--- src/err_handling_defines.vh ---
`ifndef ERR_HANDLING_DEFINES_VH
`define ERR_HANDLING_DEFINES_VH
// ****************************************
// Register offsets
// ****************************************
`define OFS_CTRL        8'h00
`define OFS_STATUS      8'h04
`define OFS_ERRNUM      8'h08
`define OFS_IRQ_STAT    8'h0c
`define OFS_IRQ_CLR     8'h10
`define OFS_IRQ_EN      8'h14
// ****************************************
// Control fields
// ****************************************
`define CTRL_FAULT_CLR  0
`define CTRL_BRAKE      1
`define CTRL_MOVE_REQ   2
`define CTRL_RESET_VAL  32'h0000_0000
// ****************************************
// Status byte 1 fields
// ****************************************
`define ST1_READY       0
`define ST1_FAULT       1
// ****************************************
// Interrupt events
// ****************************************
`define IRQ_ERR_SET     0
`define IRQ_ERR_CLR     1
`define IRQ_REFUSED     2
// ****************************************
// Error groups
// ****************************************
`define GRP_POS_RECORD  4'h2
// ****************************************
// Timing
// ****************************************
`define VALVE_TMO_NS    5000000
`define CLK_PERIOD_NS   4
`define VALVE_TMO_CYC   (`VALVE_TMO_NS / `CLK_PERIOD_NS)
`define AXI_RESP_OKAY   2'b00
`define AXI_RESP_SLVERR 2'b10
`endif

--- src/positioner_error_handling.v ---
// Contract
// - Error shows number, fault high, ready low
// - Pending error refuses new positioning tasks
// - Errors never touch the brake output
// - Group 2x keeps controller and supply on
// - Group 2x while moving ramps to stop
// - After 2x clear, hold position regulated
// - Other groups disable controller, centre valve
// - After other clear, stay unregulated
// - Comm error keeps supply; valve self-centres
// - Allow 5 ms valve timeout at init
// - Clear only when cause is gone
// - Host fault-clear clears removed-cause error
// - Handheld clear equals host clear
// - Power cycle resets error state
// - Error bit status byte 1, number byte 3
// - Two-digit number, first error only kept
`timescale 1ns/100ps
`default_nettype none
`include "err_handling_defines.vh"
module positioner_error_handling #(
  parameter VALVE_TMO = `VALVE_TMO_CYC
) (
  // Clock and reset
  input  wire        CORE_CLK_I,
  input  wire        RST_B_I,
  // Error sources
  input  wire        ERR_DET_I,
  input  wire [7:0]  ERR_CODE_I,
  input  wire        ERR_CAUSE_I,
  input  wire        HH_CLEAR_I,
  input  wire        MOVING_I,
  input  wire        VALVE_LINK_OK_I,
  // Actuator side
  output wire        CTRL_EN_O,
  output wire        VALVE_CENTRE_O,
  output wire        RAMP_STOP_O,
  output wire        HOLD_POS_O,
  output wire        LOAD_SUPPLY_O,
  output wire        BRAKE_O,
  output wire        TASK_START_O,
  output wire        VALVE_INIT_DONE_O,
  output wire        VALVE_INIT_FAIL_O,
  // Status bytes
  output wire [7:0]  STATUS1_O,
  output wire [7:0]  STATUS3_O,
  output wire        IRQ_O,
  // AXI4-Lite slave
  input  wire [7:0]  S_AXI_AWADDR,
  input  wire        S_AXI_AWVALID,
  output wire        S_AXI_AWREADY,
  input  wire [31:0] S_AXI_WDATA,
  input  wire [3:0]  S_AXI_WSTRB,
  input  wire        S_AXI_WVALID,
  output wire        S_AXI_WREADY,
  output wire [1:0]  S_AXI_BRESP,
  output wire        S_AXI_BVALID,
  input  wire        S_AXI_BREADY,
  input  wire [7:0]  S_AXI_ARADDR,
  input  wire        S_AXI_ARVALID,
  output wire        S_AXI_ARREADY,
  output wire [31:0] S_AXI_RDATA,
  output wire [1:0]  S_AXI_RRESP,
  output wire        S_AXI_RVALID,
  input  wire        S_AXI_RREADY
);

  // ****************************************
  // Axis states
  // ****************************************
  localparam [1:0] ST_RUN    = 2'h0;
  localparam [1:0] ST_ERR_RG = 2'h1;
  localparam [1:0] ST_ERR_OFF = 2'h2;
  localparam [1:0] ST_UNREG  = 2'h3;

  reg  [1:0]  state_q;
  reg  [1:0]  state_d;
  reg         pend_q;
  reg  [7:0]  errnum_q;
  reg         ctrl_clr_q;
  reg         clr_prev_q;
  reg         hh_prev_q;
  reg         brake_q;
  reg         move_q;
  reg         task_q;
  reg         ramp_q;
  reg         hold_q;
  reg  [7:0]  status1;
  wire [2:0]  irq_stat;
  reg  [2:0]  irq_en_q;
  reg  [31:0] tmo_q;
  reg         init_done_q;
  reg         init_fail_q;

  // AXI channel state
  reg         aw_got_q;
  reg         w_got_q;
  reg  [7:0]  awaddr_q;
  reg  [31:0] wdata_q;
  reg  [3:0]  wstrb_q;
  reg         bvalid_q;
  reg  [1:0]  bresp_q;
  reg         rvalid_q;
  reg  [31:0] rdata_q;
  reg  [1:0]  rresp_q;

  // ****************************************
  // Clear and refuse qualify
  // ****************************************
  // Edges only, so a clear held high cannot wipe a later error
  wire clr_rise = (ctrl_clr_q & ~clr_prev_q) | (HH_CLEAR_I & ~hh_prev_q);
  wire clr_ok   = pend_q & clr_rise & ~ERR_CAUSE_I;
  wire new_err  = ERR_DET_I & ~pend_q;
  wire refuse   = move_q & pend_q;
  wire grp_rec  = (ERR_CODE_I[7:4] == `GRP_POS_RECORD);

  // ****************************************
  // AXI write path
  // ****************************************
  wire wr_fire = aw_got_q & w_got_q & ~bvalid_q;
  assign S_AXI_AWREADY = ~aw_got_q;
  assign S_AXI_WREADY  = ~w_got_q;
  assign S_AXI_BVALID  = bvalid_q;
  assign S_AXI_BRESP   = bresp_q;
  reg         wr_ctrl;
  reg         wr_iclr;
  reg         wr_ien;
  reg         wr_map;

  // Only byte lane 0 holds live bits, so other strobes are ignored
  always @* begin
    wr_ctrl = 1'b0;
    wr_iclr = 1'b0;
    wr_ien  = 1'b0;
    wr_map  = 1'b1;
    case (awaddr_q)
      `OFS_CTRL:    wr_ctrl = wr_fire & wstrb_q[0];
      `OFS_IRQ_CLR: wr_iclr = wr_fire & wstrb_q[0];
      `OFS_IRQ_EN:  wr_ien  = wr_fire & wstrb_q[0];
      default:      wr_map  = 1'b0;
    endcase
  end

  always @(posedge CORE_CLK_I or negedge RST_B_I) begin
    if (!RST_B_I) begin
      aw_got_q <= 1'b0;
      w_got_q  <= 1'b0;
      awaddr_q <= 8'h00;
      wdata_q  <= 32'h0000_0000;
      wstrb_q  <= 4'h0;
      bvalid_q <= 1'b0;
      bresp_q  <= `AXI_RESP_OKAY;
    end else begin
      if (S_AXI_AWVALID && !aw_got_q) begin
        aw_got_q <= 1'b1;
        awaddr_q <= {S_AXI_AWADDR[7:2], 2'b00};
      end
      if (S_AXI_WVALID && !w_got_q) begin
        w_got_q <= 1'b1;
        wdata_q <= S_AXI_WDATA;
        wstrb_q <= S_AXI_WSTRB;
      end
      if (wr_fire) begin
        bvalid_q <= 1'b1;
        bresp_q  <= wr_map ? `AXI_RESP_OKAY : `AXI_RESP_SLVERR;
      end else if (bvalid_q && S_AXI_BREADY) begin
        bvalid_q <= 1'b0;
        aw_got_q <= 1'b0;
        w_got_q  <= 1'b0;
      end
    end
  end

  // ****************************************
  // AXI read path
  // ****************************************
  assign S_AXI_ARREADY = ~rvalid_q;
  assign S_AXI_RVALID  = rvalid_q;
  assign S_AXI_RDATA   = rdata_q;
  assign S_AXI_RRESP   = rresp_q;

  always @(posedge CORE_CLK_I or negedge RST_B_I) begin
    if (!RST_B_I) begin
      rvalid_q <= 1'b0;
      rdata_q  <= 32'h0000_0000;
      rresp_q  <= `AXI_RESP_OKAY;
    end else if (S_AXI_ARVALID && !rvalid_q) begin
      rvalid_q <= 1'b1;
      rresp_q  <= `AXI_RESP_OKAY;
      case ({S_AXI_ARADDR[7:2], 2'b00})
        `OFS_CTRL:     rdata_q <= {29'h0, move_q, brake_q, ctrl_clr_q};
        `OFS_STATUS:   rdata_q <= {24'h0, STATUS1_O};
        `OFS_ERRNUM:   rdata_q <= {24'h0, STATUS3_O};
        `OFS_IRQ_STAT: rdata_q <= {29'h0, irq_stat};
        `OFS_IRQ_EN:   rdata_q <= {29'h0, irq_en_q};
        default: begin
          rdata_q <= 32'h0000_0000;
          rresp_q <= `AXI_RESP_SLVERR;
        end
      endcase
    end else if (rvalid_q && S_AXI_RREADY) begin
      rvalid_q <= 1'b0;
    end
  end

  // ****************************************
  // Control register
  // ****************************************
  always @(posedge CORE_CLK_I or negedge RST_B_I) begin
    if (!RST_B_I) begin
      ctrl_clr_q <= 1'b0;
      brake_q    <= 1'b0;
      move_q     <= 1'b0;
      clr_prev_q <= 1'b0;
      hh_prev_q  <= 1'b0;
    end else begin
      clr_prev_q <= ctrl_clr_q;
      hh_prev_q  <= HH_CLEAR_I;
      if (wr_ctrl) begin
        ctrl_clr_q <= wdata_q[`CTRL_FAULT_CLR];
        brake_q    <= wdata_q[`CTRL_BRAKE];
        move_q     <= wdata_q[`CTRL_MOVE_REQ];
      end
    end
  end

  // ****************************************
  // Error latch and axis reaction
  // ****************************************
  always @* begin
    state_d = state_q;
    case (state_q)
      ST_RUN, ST_UNREG: begin
        if (new_err) begin
          state_d = grp_rec ? ST_ERR_RG : ST_ERR_OFF;
        end
      end
      ST_ERR_RG: begin
        if (clr_ok) begin
          state_d = ST_RUN;
        end
      end
      ST_ERR_OFF: begin
        if (clr_ok) begin
          state_d = ST_UNREG;
        end
      end
      default: state_d = ST_UNREG;
    endcase
  end

  // Reset is the power cycle, so everything restarts clean
  always @(posedge CORE_CLK_I or negedge RST_B_I) begin
    if (!RST_B_I) begin
      state_q  <= ST_UNREG;
      pend_q   <= 1'b0;
      errnum_q <= 8'h00;
      task_q   <= 1'b0;
    end else begin
      state_q <= state_d;
      if (new_err) begin
        pend_q   <= 1'b1;
        errnum_q <= ERR_CODE_I;
      end else if (clr_ok) begin
        pend_q   <= 1'b0;
        errnum_q <= 8'h00;
      end
      task_q <= move_q & ~pend_q & ~new_err & ~brake_q;
    end
  end

  // ****************************************
  // Braking ramp and position hold
  // ****************************************
  // Ramp ends once the axis reports standstill
  always @(posedge CORE_CLK_I or negedge RST_B_I) begin
    if (!RST_B_I) begin
      ramp_q <= 1'b0;
    end else if (new_err && grp_rec && MOVING_I) begin
      ramp_q <= 1'b1;
    end else if (!MOVING_I || state_q != ST_ERR_RG) begin
      ramp_q <= 1'b0;
    end
  end

  // Hold survives the clear until the host starts a new task
  always @(posedge CORE_CLK_I or negedge RST_B_I) begin
    if (!RST_B_I) begin
      hold_q <= 1'b0;
    end else if (state_q == ST_ERR_RG) begin
      hold_q <= ~ramp_q;
    end else if (state_q == ST_RUN) begin
      hold_q <= ~task_q;
    end else begin
      hold_q <= 1'b0;
    end
  end

  // ****************************************
  // Valve link timeout
  // ****************************************
  always @(posedge CORE_CLK_I or negedge RST_B_I) begin
    if (!RST_B_I) begin
      tmo_q       <= 32'h0000_0000;
      init_done_q <= 1'b0;
      init_fail_q <= 1'b0;
    end else if (!init_done_q && !init_fail_q) begin
      if (VALVE_LINK_OK_I) begin
        init_done_q <= 1'b1;
      end else if (tmo_q >= VALVE_TMO - 1) begin
        init_fail_q <= 1'b1;
      end else begin
        tmo_q <= tmo_q + 32'h0000_0001;
      end
    end
  end

  // ****************************************
  // Interrupts
  // ****************************************
  wire [2:0] irq_ev;
  assign irq_ev[`IRQ_ERR_SET] = new_err;
  assign irq_ev[`IRQ_ERR_CLR] = clr_ok;
  assign irq_ev[`IRQ_REFUSED] = refuse & ~task_q;

  genvar gi;
  generate
    for (gi = 0; gi < 3; gi = gi + 1) begin : g_irq
      reg flag_q;
      // Set wins so no event is lost in a clear cycle
      always @(posedge CORE_CLK_I or negedge RST_B_I) begin
        if (!RST_B_I) begin
          flag_q <= 1'b0;
        end else if (irq_ev[gi]) begin
          flag_q <= 1'b1;
        end else if (wr_iclr && wdata_q[gi]) begin
          flag_q <= 1'b0;
        end
      end
      assign irq_stat[gi] = flag_q;
    end
  endgenerate

  always @(posedge CORE_CLK_I or negedge RST_B_I) begin
    if (!RST_B_I) begin
      irq_en_q <= 3'h0;
    end else if (wr_ien) begin
      irq_en_q <= wdata_q[2:0];
    end
  end

  // ****************************************
  // Outputs
  // ****************************************
  assign IRQ_O          = |(irq_stat & irq_en_q);
  assign CTRL_EN_O      = (state_q == ST_RUN) | (state_q == ST_ERR_RG);
  assign VALVE_CENTRE_O = (state_q == ST_ERR_OFF);
  assign RAMP_STOP_O    = ramp_q;
  assign HOLD_POS_O     = hold_q;
  // Valve self-centres on its own timeout; supply stays on
  assign LOAD_SUPPLY_O  = 1'b1;
  assign BRAKE_O        = brake_q;
  assign TASK_START_O   = task_q;
  assign VALVE_INIT_DONE_O = init_done_q;
  assign VALVE_INIT_FAIL_O = init_fail_q;
  assign STATUS1_O      = status1;
  assign STATUS3_O      = errnum_q;

  // Ready is the plain complement of fault
  always @* begin
    status1             = 8'h00;
    status1[`ST1_READY] = ~pend_q;
    status1[`ST1_FAULT] = pend_q;
  end

endmodule // positioner_error_handling
`default_nettype wire

--- config.mk ---
export PLATFORM = sky130hd
export DESIGN_NAME = positioner_error_handling
export DESIGN_NICKNAME = d
export VERILOG_FILES = /design/src/positioner_error_handling.v
export VERILOG_INCLUDE_DIRS = /design/src
export SDC_FILE = /design/constraint.sdc
export NUM_CORES = 1
export LEC_CHECK = 0
export BUFFER_PORTS_ARGS = -buffer_cell sky130_fd_sc_hd__buf_2
export CAP_MARGIN = 25
export CORE_MARGIN = 2
export CORE_UTILIZATION = 50
export DETAILED_ROUTE_END_ITERATION = 16
export MAX_ROUTING_LAYER = met4
export PLACE_DENSITY = 0.8
export RECOVER_POWER = 100
export SETUP_SLACK_MARGIN = 0.02
export SLEW_MARGIN = 20
export SYNTH_ARGS = -nofsm -noshare
export SYNTH_HDL_FRONTEND = slang
export SYNTH_SLANG_ARGS = --single-unit
--- constraint.sdc ---
create_clock -name CORE_CLK_I -period 2.1 [get_ports CORE_CLK_I]
set_input_delay 0.105 -clock CORE_CLK_I [delete_from_list [all_inputs] [get_ports CORE_CLK_I]]
set_output_delay 0.105 -clock CORE_CLK_I [all_outputs]
set_load 0.1 [all_outputs]
==> summary.md <==
In this run the clock root is driven by a sky130_fd_sc_hd__clkbuf_8. Net switching is 50.1% of the power. For the die footprint, the log shows 8700 sq um.

The synthesized design contains 83 register bits. In this run, the number of DRC markers left after iteration 0 of detailed routing was 126. The tools report the first-pass GRT wire length as 13.3 mm. The worst setup path is launched from a register. The share of the yosys chip area belonging to registers was 52.2%.

The tools report the global routing usage summed across all routing layers as 19.9%. The largest buffer count on any clock path was 2; the internal power summed over all cells was 3.02 mW. The number of antenna diodes in the final layout is 0.

At the worst endpoint, the required time is 2360 ps. Setup violation total in the final timing report: 0. For this run, the top clock speed supported by timing is 0.500 GHz. For the remaining max-slew budget at the tightest pin, the log shows 20.8%. The routed length on met1 was 3.45 mm. The count of synthesis-stage warnings from yosys was 0; the net count of the finished layout was 537. In this run the power spent charging and discharging nets is 3.03 mW. The number of CTS-inserted buffers is 9. The top cell types in the final layout, fill and taps aside, are sky130_fd_sc_hd__dfrtp_1 (78), sky130_fd_sc_hd__nand2_1 (35), sky130_fd_sc_hd__conb_1 (33), sky130_fd_sc_hd__clkbuf_1 (33), sky130_fd_sc_hd__buf_2 (32).

Setup repair after global routing could not meet its margin everywhere. The final period utilization is 95.2%. Dividing the detail-routed via count by the number of cells gives 5.13.

The combined area of all synthesized cells is 3990 sq um, and the share of total power in combinational logic is 44.2%. The tools report the type of destination of the critical path as a register. The flow ran to the end, and the final reports show no timing, DRC or antenna violations. Detailed routing inserted a total of 2,914 vias. 139 I/O pins were placed.

The layout-stage area growth over the synthesis result is 18.0%. In the final layout, the multi-input gates occupy 1630 sq um. The signal on the critical path passes through a211o_1 -> a2111oi_4 -> a21oi_4 -> buf_4 -> nor3_1 -> xor2_1. For the finished layout, the period the worst path requires is 2000 ps. Counting flops with a built-in enable in the synthesized netlist gives 0. Global routing finished with a remaining overflow of 0. The HPWL after detailed placement came out at 5.77 mm. TritonCTS built the clock tree. The average instance area after synthesis came out at 10.7 sq um. The worst clock skew is 7.40 ps, and the static power due to leakage is 2.31 nW. The run gives 371 as the post-synthesis instance total. For the worst-skew pair, the clock arrives at the later sink with an insertion delay of 340 ps. Setup total negative slack on the finished layout was measured at 0 ps. The clock tree synthesis step divided the H-tree into 3 levels. The tools report the relative contribution of the clock network to total power as 19.0%. The vertical die dimension is 93.3 um, and the starting utilization of the core area is 51.6%. The sequential cell area in the final layout was 2080 sq um. Of all nets on the critical path, the largest fanout is 8. Data arrives at the worst endpoint at 2260 ps. The max-slew violation count was 0; the share of flip-flops with an asynchronous set or reset after synthesis was 100%.

The total number of placement rows is 32, and the routed wire length per instance is 14.3 um. For this run, the leading register cell type out of synthesis is sky130_fd_sc_hd__dfrtp_1. Number of clock sinks: 83. The number of antenna violations at the first check in global routing was 0; the global placer's final weighted congestion was 0.873. The maximum resistive drop on vdd was 0.476 mV; the number of global-route vias before repair was 2,836. The number of optimization iterations in the first detailed-route pass is 4, and the power density of the placed cells is 1290 nW/um^2. Cells fill 60.9% of the core in the end.

Among all stages on the critical path, the largest delay is contributed by sky130_fd_sc_hd__dfrtp_1. Synthesis instantiated 55 different standard cells from the library. The total wire length after detailed routing is 8.15 mm, and the routed length on met3 is 558 um. Across the run, the number of max-cap violations was 0. The residual antenna-violating net count after detailed routing is 0, and the number of hold violations in the final report is 0. Uppermost layer routed: met4. The cell family with the largest share of critical-path delay is compound AO/OA/AOI/OAI gates. During placement, the flow inserted port buffers numbering 69.

Summed over all nets, wire length on met2 after detailed routing comes to 4.09 mm. The region available for standard cell placement spans 7730 sq um. The die outline width is 93.3 um, and the sequential share of power is 36.8%. For the pin with the worst max-slew slack, the measured transition is 1190 ps. The residual DRC count came out at 0.

The most frequent standard cell in the layout excluding fill and tap cells was sky130_fd_sc_hd__dfrtp_1. The post-route netlist has 23.0% of its cells at a drive strength greater than 1. The filler cells instantiated in the layout total 636. The clock input transition at the sequential cells of the worst setup and hold paths is 80 ps.

The path type of the worst min-delay path was in -> reg. The delay of the slowest critical-path stage is 450 ps, and the maximum number of pins on one net before global-route repair is 49. The critical path is of the reg -> reg type. The total buffers and inverters traversed by the critical path was 1; the overall power was 6.05 mW.
## power by group through the flow
stage                     logic, mW  clock network, mW  registers, mW
after CTS                      2.73               1.17           2.22
final                          2.67               1.15           2.23
after global routing           2.80               1.26           2.26
after global placement         2.65                  0           2.23
after floorplan                1.50                  0           3.03
after detailed placement       2.69                  0           2.26
## routing by layer
metal | global-route usage (%) | up-vias
li1 | - | 1375
met1 | 24.3 | 1411
met2 | 33.7 | 121
met3 | 4.75 | 7
met4 | 4.41 | 0
met5 | - | -
## Yosys cell counts, drive strengths merged, types with 11 or more instances
library cell / number / area share [%]
dfrtp: 81 / 51
buf: 36 / 6.8
nand2: 35 / 3.3
clkbuf: 20 / 1.9
mux2: 20 / 5.6
nor2: 18 / 1.7
o21ai: 17 / 2.1
nor3: 15 / 2.5
xor2: 15 / 3.3
inv: 14 / 1.3
nand3: 11 / 1.4
nand4: 11 / 1.9
## cells by family (layout without fill, tap and decap cells)
kind of cell	after synthesis	after routing	share of synthesized area (%)
simple gates	121	121	17.0
flops	83	83	52.2
buf+inv	70	134	10.0
compound gates	49	49	8.76
mux	23	23	6.40
xor+xnor	19	19	4.17
fa+ha+maj	4	4	1.26
other cells	2	33	0.188
## final cells by class
cell class / instances / share of cell area (%)
multi-input combinational: 249 / 34.6
inverter: 14 / 1.14
clock buffer: 10 / 2.93
timing repair buffer: 104 / 13.0
tap: 102 / 2.71
clock inverter: 6 / 1.33
sequential: 83 / 44.3
## through the flow
| step | area (sq um) | cells | setup WS, ps | hold slack (ps) |
|---|---|---|---|---|
| 3_5_place_dp | 4340 | 529 | 55.7 | 150 |
| 2_1_floorplan | 4110 | 402 | 20.7 | -191 |
| 6_report | 4700 | 568 | 100 | 5.53 |
| 4_1_cts | 4750 | 566 | 33.2 | 0.572 |
| 3_3_place_gp | 4340 | 529 | 146 | 139 |
| 5_1_grt | 4700 | 568 | 10.3 | 0.899 |
## timing repair
item / CTS / global route
hold buffers: 21 / 0
buffers inserted: 0 / 2
resized for setup: 0 / 4
hold endpoints to repair: 69 / 0
setup endpoints to repair: 0 / 11
## worst register-to-register path, delay by kind of cell (launching register included)
family / cells / cell delay [ps]
AOI/OAI and AO/OA: 3 / 850
DFF: 1 / 450
and+or+nand+nor: 1 / 260
buffers and inverters: 1 / 190
xor gates and xnor gates: 1 / 190
## sequential cells by signal, indices dropped and copies added (netlist names), 2 cells and up
signal / cells
wdata_q: 3
tmo_q: 32
S_AXI_RDATA: 8
g_irq.flag_q: 3
state_q: 2
STATUS3_O: 8
irq_en_q: 3
awaddr_q: 6
## final timing paths
kind                                 startpoint        endpoint  slack (ps)  depth (start not counted)
worst min register to register        tmo_q[23]       tmo_q[23]         390                          0
worst max-delay path                   tmo_q[8]        tmo_q[4]         100                          6
worst max register to register         tmo_q[8]        tmo_q[4]         100                          6
max in group asynchronous               RST_B_I      state_q[0]         390                          3
min in group asynchronous               RST_B_I  S_AXI_RDATA[0]         510                          2
worst min-delay path            S_AXI_AWADDR[7]     awaddr_q[7]           6                          2
(Power assumes the default switching activity.)
